`src/std_timer_pkg.sv`:
```
// Package with register map, field positions and types for the standard timer core
package std_timer_pkg;
  // Register offsets, one byte register each
  localparam logic [2:0] OFF_CONTROL_A = 3'h0;
  localparam logic [2:0] OFF_CONTROL_B = 3'h1;
  localparam logic [2:0] OFF_COUNT_LOW = 3'h2;
  localparam logic [2:0] OFF_COUNT_HIGH = 3'h3;
  localparam logic [2:0] OFF_CMPA_LOW = 3'h4;
  localparam logic [2:0] OFF_CMPA_HIGH = 3'h5;
  // Reset values and counter maximum
  localparam logic [7:0] CONTROL_RESET = 8'h00;
  localparam logic [9:0] COUNT_RESET = 10'h000;
  localparam logic [9:0] COUNT_MAX = 10'h3ff;
  // Clock select codes
  localparam logic [2:0] CLK_SYS_DIV4 = 3'h0;
  localparam logic [2:0] CLK_SYS = 3'h1;
  localparam logic [2:0] CLK_HIGH_DIV16 = 3'h2;
  localparam logic [2:0] CLK_HIGH_DIV64 = 3'h3;
  localparam logic [2:0] CLK_TBC_A = 3'h4;
  localparam logic [2:0] CLK_TBC_B = 3'h5;
  localparam logic [2:0] CLK_EXT_RISE = 3'h6;
  localparam logic [2:0] CLK_EXT_FALL = 3'h7;
  // Prescaler terminal counts
  localparam logic [5:0] DIV4_LAST = 6'h03;
  localparam logic [5:0] DIV16_LAST = 6'h0f;
  localparam logic [5:0] DIV64_LAST = 6'h3f;
  // Operating modes
  localparam logic [1:0] MODE_COMPARE = 2'h0;
  localparam logic [1:0] MODE_CAPTURE = 2'h1;
  localparam logic [1:0] MODE_PWM = 2'h2;
  localparam logic [1:0] MODE_TIMER = 2'h3;
  // Pin function codes
  localparam logic [1:0] PIN_FN_0 = 2'h0;
  localparam logic [1:0] PIN_FN_1 = 2'h1;
  localparam logic [1:0] PIN_FN_2 = 2'h2;
  localparam logic [1:0] PIN_FN_3 = 2'h3;
  // Control A layout
  typedef struct packed {
    logic pause_control;
    logic [2:0] count_clock_select;
    logic counter_on;
    logic [2:0] period_compare_bits;
  } control_a_t;
  // Control B layout
  typedef struct packed {
    logic [1:0] op_mode_select;
    logic [1:0] pin_function_select;
    logic output_level_control;
    logic output_invert;
    logic period_duty_swap;
    logic clear_source_select;
  } control_b_t;
  // Register bus request
  typedef struct packed {
    logic [2:0] addr;
    logic [7:0] wdata;
    logic wr;
    logic rd;
  } reg_req_t;
  // Timer events
  typedef struct packed {
    logic match_a;
    logic match_p;
    logic capture;
  } timer_events_t;
endpackage

```
`src/std_timer_core.sv`:
```
// Standard 10-bit timer core with byte register port
// How it works
// Ten-bit up counter, one step per tick
// P compares bits 9..7, A all bits
// Software clears counter only via enable rise
// Pause freezes counter, resume keeps value
// Clock select picks prescaled, timebase, pin edge
// Off holds value; on rise clears, starts
// Enable rise loads output initial level
// Period code times 128; zero means 1024
// Two-bit mode field selects operating mode
// Software stops timer before mode change
// Compare mode: A match clears/sets/toggles pin
// PWM mode: inactive, active, PWM, pulse
// Capture mode: rise, fall, both, off
// Match equal to current level: no change
// Software stops timer before PWM function change
// Output control sets initial or active level
// Invert bit flips the output pin
// Swap bit exchanges period and duty roles
// Clear on A match, else P/overflow
// Clear source ignored in PWM, capture
// Automatic clears raise timer event pulses
// Timer/counter mode leaves pin undefined
// Counter read-only pair, A read/write pair
// Low bytes staged through one holding buffer
// Zero A in compare: overflow, no A flag; with A clear the code matches at count 0 and holds the counter at 0
// External clock pin edge makes count pulse
`timescale 1ns/1ps
module std_timer_core
  import std_timer_pkg::*;
(
  input wire logic clock,
  input wire logic rst,
  input wire reg_req_t req,
  output logic [7:0] rdata,
  input wire logic high_internal_clock_tick,
  input wire logic timebase_clock_tick,
  input wire logic ext_count_clock_pin,
  input wire logic capture_input_pin,
  output logic timer_output_pin,
  output timer_events_t events,
  output logic [9:0] capture_value
);

  control_a_t ctl_a_reg;
  control_b_t ctl_b_reg;
  logic [9:0] count_reg;
  logic [9:0] count_next;
  logic [9:0] cmpa_reg;
  logic [7:0] hold_reg;
  logic [7:0] rdata_next;
  logic [5:0] sys_div_reg;
  logic [5:0] high_div_reg;
  logic [1:0] ext_sync_reg;
  logic ext_last_reg;
  logic [1:0] cap_sync_reg;
  logic cap_last_reg;
  logic on_last_reg;
  logic out_level_reg;
  logic out_level_next;
  logic pulse_done_reg;
  timer_events_t events_next;

  // Register decode
  wire wr_a = req.wr && req.addr == OFF_CONTROL_A;
  wire wr_b = req.wr && req.addr == OFF_CONTROL_B;
  wire wr_cmpa_lo = req.wr && req.addr == OFF_CMPA_LOW;
  wire wr_cmpa_hi = req.wr && req.addr == OFF_CMPA_HIGH;
  wire rd_count_hi = req.rd && req.addr == OFF_COUNT_HIGH;
  wire rd_cmpa_hi = req.rd && req.addr == OFF_CMPA_HIGH;
  wire control_a_t wr_a_val = req.wdata;
  wire on_rise = ctl_a_reg.counter_on && !on_last_reg;
  wire [1:0] mode = ctl_b_reg.op_mode_select;
  wire [1:0] pin_fn = ctl_b_reg.pin_function_select;

  // Prescaler taps and pin edges
  wire ext_rise = ext_sync_reg[1] && !ext_last_reg;
  wire ext_fall = !ext_sync_reg[1] && ext_last_reg;
  wire cap_rise = cap_sync_reg[1] && !cap_last_reg;
  wire cap_fall = !cap_sync_reg[1] && cap_last_reg;
  wire div4_tick = sys_div_reg[1:0] == DIV4_LAST[1:0];
  wire div16_tick = high_internal_clock_tick && high_div_reg[3:0] == DIV16_LAST[3:0];
  wire div64_tick = high_internal_clock_tick && high_div_reg == DIV64_LAST;

  // Clock selection
  logic tick_sel;
  always_comb
  begin
    unique case (ctl_a_reg.count_clock_select)
      CLK_SYS_DIV4: tick_sel = div4_tick;
      CLK_SYS: tick_sel = 1'b1;
      CLK_HIGH_DIV16: tick_sel = div16_tick;
      CLK_HIGH_DIV64: tick_sel = div64_tick;
      CLK_TBC_A, CLK_TBC_B: tick_sel = timebase_clock_tick;
      CLK_EXT_RISE: tick_sel = ext_rise;
      CLK_EXT_FALL: tick_sel = ext_fall;
    endcase
  end

  // Counting is gated by on, pause and the enable edge
  wire run = ctl_a_reg.counter_on && !ctl_a_reg.pause_control && !on_rise; // see R4
  wire tick = run && tick_sel;

  // Comparators
  // P matches on the tick that would carry bits 9..7 up to the code
  wire hit_p = count_reg == {ctl_a_reg.period_compare_bits - 3'h1, 7'h7f}
    && ctl_a_reg.period_compare_bits != 3'h0;
  wire hit_ovf = count_reg == COUNT_MAX;
  wire hit_a = count_reg == cmpa_reg;
  wire pwm_mode = mode == MODE_PWM;
  wire cmp_like = mode == MODE_COMPARE || mode == MODE_TIMER;
  // Period end: 3-bit code spans code*128 ticks, zero spans 1024
  wire p_end = ctl_a_reg.period_compare_bits == 3'h0 ? hit_ovf : hit_p;
  wire a_end = hit_a || (cmpa_reg == 10'h000 && hit_ovf);
  wire clr_by_a = cmp_like ? ctl_b_reg.clear_source_select
    : (pwm_mode && ctl_b_reg.period_duty_swap); // see R19 see R20
  wire clear_now = tick && (clr_by_a ? a_end : p_end);
  wire a_flag = tick && hit_a && !(cmp_like && cmpa_reg == 10'h000);
  wire p_flag = tick && p_end && !(cmp_like && ctl_b_reg.clear_source_select);

  // Counter next value
  always_comb
  begin
    count_next = count_reg;
    if (on_rise)
      count_next = COUNT_RESET; // see R3
    else if (clear_now)
      count_next = COUNT_RESET;
    else if (tick)
      count_next = count_reg + 10'h001;
  end

  // Duty compare for PWM, with swap of roles
  wire [9:0] duty_val = ctl_b_reg.period_duty_swap
    ? {ctl_a_reg.period_compare_bits, 7'h00} : cmpa_reg;
  wire duty_full = !ctl_b_reg.period_duty_swap && ctl_a_reg.period_compare_bits != 3'h0
    && cmpa_reg >= {ctl_a_reg.period_compare_bits, 7'h00};
  wire pwm_active = duty_full || (count_reg < duty_val)
    || (ctl_b_reg.period_duty_swap && ctl_a_reg.period_compare_bits == 3'h0);
  wire oc = ctl_b_reg.output_level_control;

  // Output level before polarity
  always_comb
  begin
    out_level_next = out_level_reg;
    if (on_rise)
      out_level_next = oc; // see R7
    else if (mode == MODE_COMPARE && a_flag)
    begin
      unique case (pin_fn)
        PIN_FN_0: out_level_next = out_level_reg;
        PIN_FN_1: out_level_next = 1'b0;
        PIN_FN_2: out_level_next = 1'b1;
        PIN_FN_3: out_level_next = !out_level_reg;
      endcase
    end
    else if (pwm_mode)
    begin
      unique case (pin_fn)
        PIN_FN_0: out_level_next = !oc;
        PIN_FN_1: out_level_next = oc;
        PIN_FN_2: out_level_next = pwm_active ? oc : !oc;
        PIN_FN_3: out_level_next = (pulse_done_reg || a_flag) ? !oc : out_level_reg;
      endcase
    end // see R12
  end

  // Capture edge selection
  logic cap_hit;
  always_comb
  begin
    unique case (pin_fn)
      PIN_FN_0: cap_hit = cap_rise;
      PIN_FN_1: cap_hit = cap_fall;
      PIN_FN_2: cap_hit = cap_rise || cap_fall;
      PIN_FN_3: cap_hit = 1'b0;
    endcase
  end
  wire cap_event = mode == MODE_CAPTURE && ctl_a_reg.counter_on && cap_hit;

  // Events toward interrupt logic
  always_comb
  begin
    events_next.match_a = a_flag;
    events_next.match_p = p_flag;
    events_next.capture = cap_event;
  end

  // Read data mux
  always_comb
  begin
    rdata_next = 8'h00;
    if (req.rd)
    begin
      unique case (req.addr)
        OFF_CONTROL_A: rdata_next = ctl_a_reg;
        OFF_CONTROL_B: rdata_next = ctl_b_reg;
        OFF_COUNT_LOW, OFF_CMPA_LOW: rdata_next = hold_reg;
        OFF_COUNT_HIGH: rdata_next = {6'h00, count_reg[9:8]};
        OFF_CMPA_HIGH: rdata_next = {6'h00, cmpa_reg[9:8]};
        default: rdata_next = 8'h00;
      endcase
    end
  end

  // Control registers and enable edge tracking
  always_ff @(posedge clock)
  begin
    if (rst)
    begin
      ctl_a_reg <= CONTROL_RESET;
      ctl_b_reg <= CONTROL_RESET;
      on_last_reg <= 1'b0;
    end
    else
    begin
      if (wr_a)
        ctl_a_reg <= wr_a_val;
      if (wr_b)
        ctl_b_reg <= req.wdata;
      on_last_reg <= ctl_a_reg.counter_on;
    end
  end

  // Compare A pair and holding buffer
  always_ff @(posedge clock)
  begin
    if (rst)
    begin
      cmpa_reg <= COUNT_RESET;
      hold_reg <= 8'h00;
    end
    else
    begin
      if (wr_cmpa_hi)
        cmpa_reg <= {req.wdata[1:0], hold_reg};
      if (wr_cmpa_lo)
        hold_reg <= req.wdata;
      else if (rd_count_hi)
        hold_reg <= count_reg[7:0];
      else if (rd_cmpa_hi)
        hold_reg <= cmpa_reg[7:0];
    end
  end

  // Counter, prescalers and pin sampling
  always_ff @(posedge clock)
  begin
    if (rst)
    begin
      count_reg <= COUNT_RESET;
      sys_div_reg <= 6'h00;
      high_div_reg <= 6'h00;
      ext_sync_reg <= 2'h0;
      ext_last_reg <= 1'b0;
      cap_sync_reg <= 2'h0;
      cap_last_reg <= 1'b0;
    end
    else
    begin
      count_reg <= count_next;
      sys_div_reg <= sys_div_reg + 6'h01;
      if (high_internal_clock_tick)
        high_div_reg <= high_div_reg + 6'h01;
      ext_sync_reg <= {ext_sync_reg[0], ext_count_clock_pin};
      ext_last_reg <= ext_sync_reg[1];
      cap_sync_reg <= {cap_sync_reg[0], capture_input_pin};
      cap_last_reg <= cap_sync_reg[1];
    end
  end

  // Output, capture and event registers
  always_ff @(posedge clock)
  begin
    if (rst)
    begin
      out_level_reg <= 1'b0;
      pulse_done_reg <= 1'b0;
      timer_output_pin <= 1'b0;
      capture_value <= COUNT_RESET;
      events <= '0;
      rdata <= 8'h00;
    end
    else
    begin
      out_level_reg <= out_level_next;
      if (on_rise)
        pulse_done_reg <= 1'b0;
      else if (a_flag)
        pulse_done_reg <= 1'b1;
      // Timer mode drives the raw level; any value is acceptable there
      timer_output_pin <= (mode == MODE_TIMER) ? out_level_next
        : out_level_next ^ ctl_b_reg.output_invert; // see R17
      if (cap_event)
        capture_value <= count_reg;
      events <= events_next;
      rdata <= rdata_next;
    end
  end

  // Assertions
  a_count_up_step: assert property (@(posedge clock) disable iff (rst)
    tick && !clear_now && !on_rise |=> count_reg == $past(count_reg) + 10'h001)
    else $error("counter did not step by one");
  a_pause_holds: assert property (@(posedge clock) disable iff (rst)
    ctl_a_reg.pause_control && !on_rise |=> $stable(count_reg))
    else $error("counter moved while paused");
  a_on_rise_clears: assert property (@(posedge clock) disable iff (rst)
    on_rise |=> count_reg == 10'h000)
    else $error("enable rise did not clear counter");
  a_off_holds: assert property (@(posedge clock) disable iff (rst)
    !ctl_a_reg.counter_on && !on_rise |=> $stable(count_reg))
    else $error("counter moved while off");
  a_init_level: assert property (@(posedge clock) disable iff (rst)
    on_rise && mode == MODE_COMPARE |=> out_level_reg == $past(oc))
    else $error("output not set to initial level");
  a_ab_clear: assert property (@(posedge clock) disable iff (rst)
    tick && cmp_like && ctl_b_reg.clear_source_select && hit_a && !on_rise
    |=> count_reg == 10'h000)
    else $error("A match did not clear counter");
  a_no_p_flag: assert property (@(posedge clock) disable iff (rst)
    cmp_like && ctl_b_reg.clear_source_select |=> !events.match_p)
    else $error("P flag raised with A clear");
  a_zero_a_flag: assert property (@(posedge clock) disable iff (rst)
    cmp_like && cmpa_reg == 10'h000 |=> !events.match_a)
    else $error("A flag raised with zero compare");
  a_hold_commit: assert property (@(posedge clock) disable iff (rst)
    wr_cmpa_hi |=> cmpa_reg == {$past(req.wdata[1:0]), $past(hold_reg)})
    else $error("high write did not commit pair");
  a_pin_polarity: assert property (@(posedge clock) disable iff (rst)
    mode != MODE_TIMER && $past(mode) != MODE_TIMER
    |-> timer_output_pin == (out_level_reg ^ $past(ctl_b_reg.output_invert)))
    else $error("output polarity wrong");
  a_p_period_clear: assert property (@(posedge clock) disable iff (rst)
    tick && !clr_by_a && p_end && !on_rise |=> count_reg == 10'h000)
    else $error("period end did not clear counter");
  a_cmp_pin_hold: assert property (@(posedge clock) disable iff (rst)
    mode == MODE_COMPARE && !a_flag && !on_rise |=> $stable(out_level_reg))
    else $error("compare output moved without A match");
  a_pwm_fixed_level: assert property (@(posedge clock) disable iff (rst)
    pwm_mode && pin_fn == PIN_FN_1 && !on_rise |=> out_level_reg == $past(oc))
    else $error("active level not held");
  a_capture_off: assert property (@(posedge clock) disable iff (rst)
    mode == MODE_CAPTURE && pin_fn == PIN_FN_3 |=> !events.capture)
    else $error("capture taken while disabled");
  a_ext_edge_only: assert property (@(posedge clock) disable iff (rst)
    ctl_a_reg.count_clock_select == CLK_EXT_RISE && !ext_rise && !on_rise
    |=> $stable(count_reg))
    else $error("counter moved without pin edge");
endmodule

```
`config.mk`:
```
export PLATFORM = sky130hd
export DESIGN_NAME = std_timer_core
export DESIGN_NICKNAME = d
export VERILOG_FILES = /design/src/std_timer_pkg.sv /design/src/std_timer_core.sv
export SDC_FILE = /design/constraint.sdc
export NUM_CORES = 1
export LEC_CHECK = 0
export BUFFER_PORTS_ARGS = -buffer_cell sky130_fd_sc_hd__buf_2
export CAP_MARGIN = 0
export CORE_MARGIN = 2
export CORE_UTILIZATION = 59
export DETAILED_ROUTE_END_ITERATION = 8
export PLACE_DENSITY = 0.89
export SLEW_MARGIN = 20
export SYNTH_ARGS = -nofsm -noshare
export SYNTH_HDL_FRONTEND = slang
export SYNTH_SLANG_ARGS = --single-unit
```
`constraint.sdc`:
```
create_clock -name clock -period 3 [get_ports clock]
set_input_delay 0.3 -clock clock [delete_from_list [all_inputs] [get_ports clock]]
set_output_delay 0.3 -clock clock [all_outputs]
set_load 0.02 [all_outputs]
```
==> results_dict.tcl <==
set metrics [dict create \
    status "finished, final reports clean" \
    htree_num_levels 3 \
    crit_path_end_kind "register" \
    finalMaxSlewViolations 0 \
    route.vias.total 3799 \
    core_area_um2 7180 \
    crit_fanout 16 \
    worst_slew_pin_slew_ps 735 \
    worst_ep_arrival_time_ps 2940 \
    final_util_pct 67.0 \
    setup_viol 0 \
    die_area_um2 8040 \
    synth_area_leader_cell "dfxtp_1" \
    io_buffers 40 \
    required_ps 3260 \
    period_minus_slack_ps 2680 \
    drt-total-wl_um 10300 \
    drtIter0Drc 290 \
    grt_pass1_wl_um 16700 \
    antenna_found_initial 0 \
    synth.distinct_cells 62 \
    skew_ps 3.42 \
    synth_flop_cell "dfxtp_1" \
    finalCritPeriodShare_pct 89.5 \
    grt_setup_unrepaired "no" \
    worstPathCellList "mux2i_1, ha_1, a2111o_1, a21oi_1, a2111oi_0, or3_1, a21oi_2, nor2_2, mux2_4" \
    synth_common_cells "dfxtp_1 (83), nor2_1 (65), nand2_1 (55), a21oi_1 (43), mux2i_1 (31)" \
    drc 0 \
    maxSlewHeadroom_pct 49.7 \
    root_buffer "clkbuf_8" \
    final_antenna_net_count 0 \
    clkLatencyLatePin_ps 360 \
    grt_use_total_pct 27.2 \
    synth_top_cell_area_share_pct 38.4 \
    seq_area_frac_synth_pct 38.4 \
    synth_cells 502 \
    cp_slowest_stage_delay_ps 510 \
    synth_most_common_cell "dfxtp_1" \
    grt_overflow_total 0 \
    synth-edff-count 0 \
    syn_avg_cell_area_um2 8.62 \
    async_flop_share_pct 0 \
    synth_area_leaders "dfxtp_1 (38%), mux2i_1 (7.2%), ha_1 (6.6%)" \
    p_per_area_nw_per_um2 443 \
    drv_cap 0 \
    grt_max_degree 30 \
    die_w_um 89.7 \
    cts_num_sinks 83 \
    max_freq_ghz 0.372 \
    hold_class "in -> reg" \
    place_congestion 1.02 \
    layout.nets 579 \
    fin_setup_tns_ps 0 \
    yosys_warnings 0 \
    viasPerCell 5.93 \
    cts_buffer_depth 2 \
    drt-wirelength-per-cell_um 16.0 \
    num_antenna_cells 0 \
    placementRows 31 \
    syn2layout_area_growth_pct 11.0 \
    worst_path_max_delay_cell "dfxtp_2" \
    hold_violations 0 \
    die_h_um 89.7 \
    start_util_pct 60.3 \
    cp-start-kind "register" \
    first_global_vias 3489 \
    synth_area_um2 4330 \
    cts_buffers 9 \
    clk_pin_slew_worst_paths_ps 90 \
    path_class "reg -> reg" \
    cts_tree "done" \
    drive_gt1_share_pct 17.5 \
    dpl.hpwl_um 7500 \
    p_leak_nw 1.91 \
    ios 41 \
    max-vdd-ir-drop_uv 325 \
    ys_seq_elements 83 \
    syn_nets 544 \
    firstDrtPassIters 5 \
]
[layout make-up]
cell class	count	area, um^2
clock buffer	9	124
inverter	15	56.3
tap	99	124
sequential	83	1660
multi-input combinational	378	2480
fill	565	2370
timing repair buffer	50	275
clock inverter	7	83.8
[routing by layer]
layer	share of wire [%]	vias up	track usage [%]
li1	-	1803	-
met1	41	1746	34.2
met2	47	204	45.6
met3	8.7	46	5.94
met4	3.3	0	10.6
met5	0	-	0
[per-stage QoR]
step / total power [W] / instances / hold slack [ps] / instance area (um^2) / setup WS, ps
2_1_floorplan: 0.00126 / 502 / 399 / 4330 / 365
3_3_place_gp: 0.00130 / 625 / 407 / 4600 / 318
3_5_place_dp: 0.00131 / 625 / 418 / 4600 / 171
4_1_cts: 0.00214 / 641 / 123 / 4800 / 149
5_1_grt: 0.00220 / 641 / 169 / 4810 / 197
6_report: 0.00213 / 641 / 139 / 4810 / 315
[what timing repair did]
| item | 4_1_cts | 5_1_grt |
|---|---|---|
| hold buffers | 0 | 0 |
| setup buffers | 0 | 0 |
| resized for setup | 0 | 1 |
| endpoints found under the setup margin | 0 | 1 |
[critical path: cells and delay by family (launching register included)]
| family | cells | cell delay (ps) |
|---|---|---|
| mux | 2 | 520 |
| compound gates | 4 | 870 |
| fa+ha+maj | 1 | 260 |
| flops | 1 | 510 |
| simple gates | 2 | 420 |
[worst paths after layout]
check	from	to	slack, ps	cells past startpoint
worst max-delay path	ctl_b_reg[1]$_SDFFE_PP0P_	timer_output_pin$_SDFF_PP0_	320	9
worst min-delay path	capture_input_pin	cap_sync_reg[0]$_SDFF_PP0_	140	2
worst max register to register	ctl_b_reg[1]$_SDFFE_PP0P_	timer_output_pin$_SDFF_PP0_	320	9
worst min register to register	cap_sync_reg[0]$_SDFF_PP0_	cap_sync_reg[1]$_SDFF_PP0_	450	1
[cell usage in the layout (no fill, tap or decap), drive strengths merged, types with 3 or more instances in the layout]
master	count
nand2	55
a21oi	44
inv	19
a22oi	6
nand4	7
o21ai	5
xor2	14
or3	3
xnor2	14
ha	23
buf	50
nor2	76
nand2b	10
nor4	3
dfxtp	83
clkbuf	9
mux2	4
and3	5
a31oi	4
nand3	13
mux2i	31
a211oi	12
o211ai	3
nor2b	11
nor3	9
[report_power, final]
part | internal (W) | leakage (nW) | switching, W
registers | 0.00112 | 0.672 | 0.0000160
logic | 0.0000542 | 1.13 | 0.0000970
clock network | 0.000402 | 0.108 | 0.000444
total | 0.00157 | 1.91 | 0.000557
[cells by family (layout without fill, tap and decap cells)]
family	Yosys count	after routing	share of synthesized area, %
simple gates	204	204	23.3
compound gates	88	88	13.2
flops	83	83	38.4
buf+inv	41	81	4.34
mux	35	35	8.47
xor+xnor	28	28	5.66
fa+ha+maj	23	23	6.65
(Power assumes the default switching activity.)
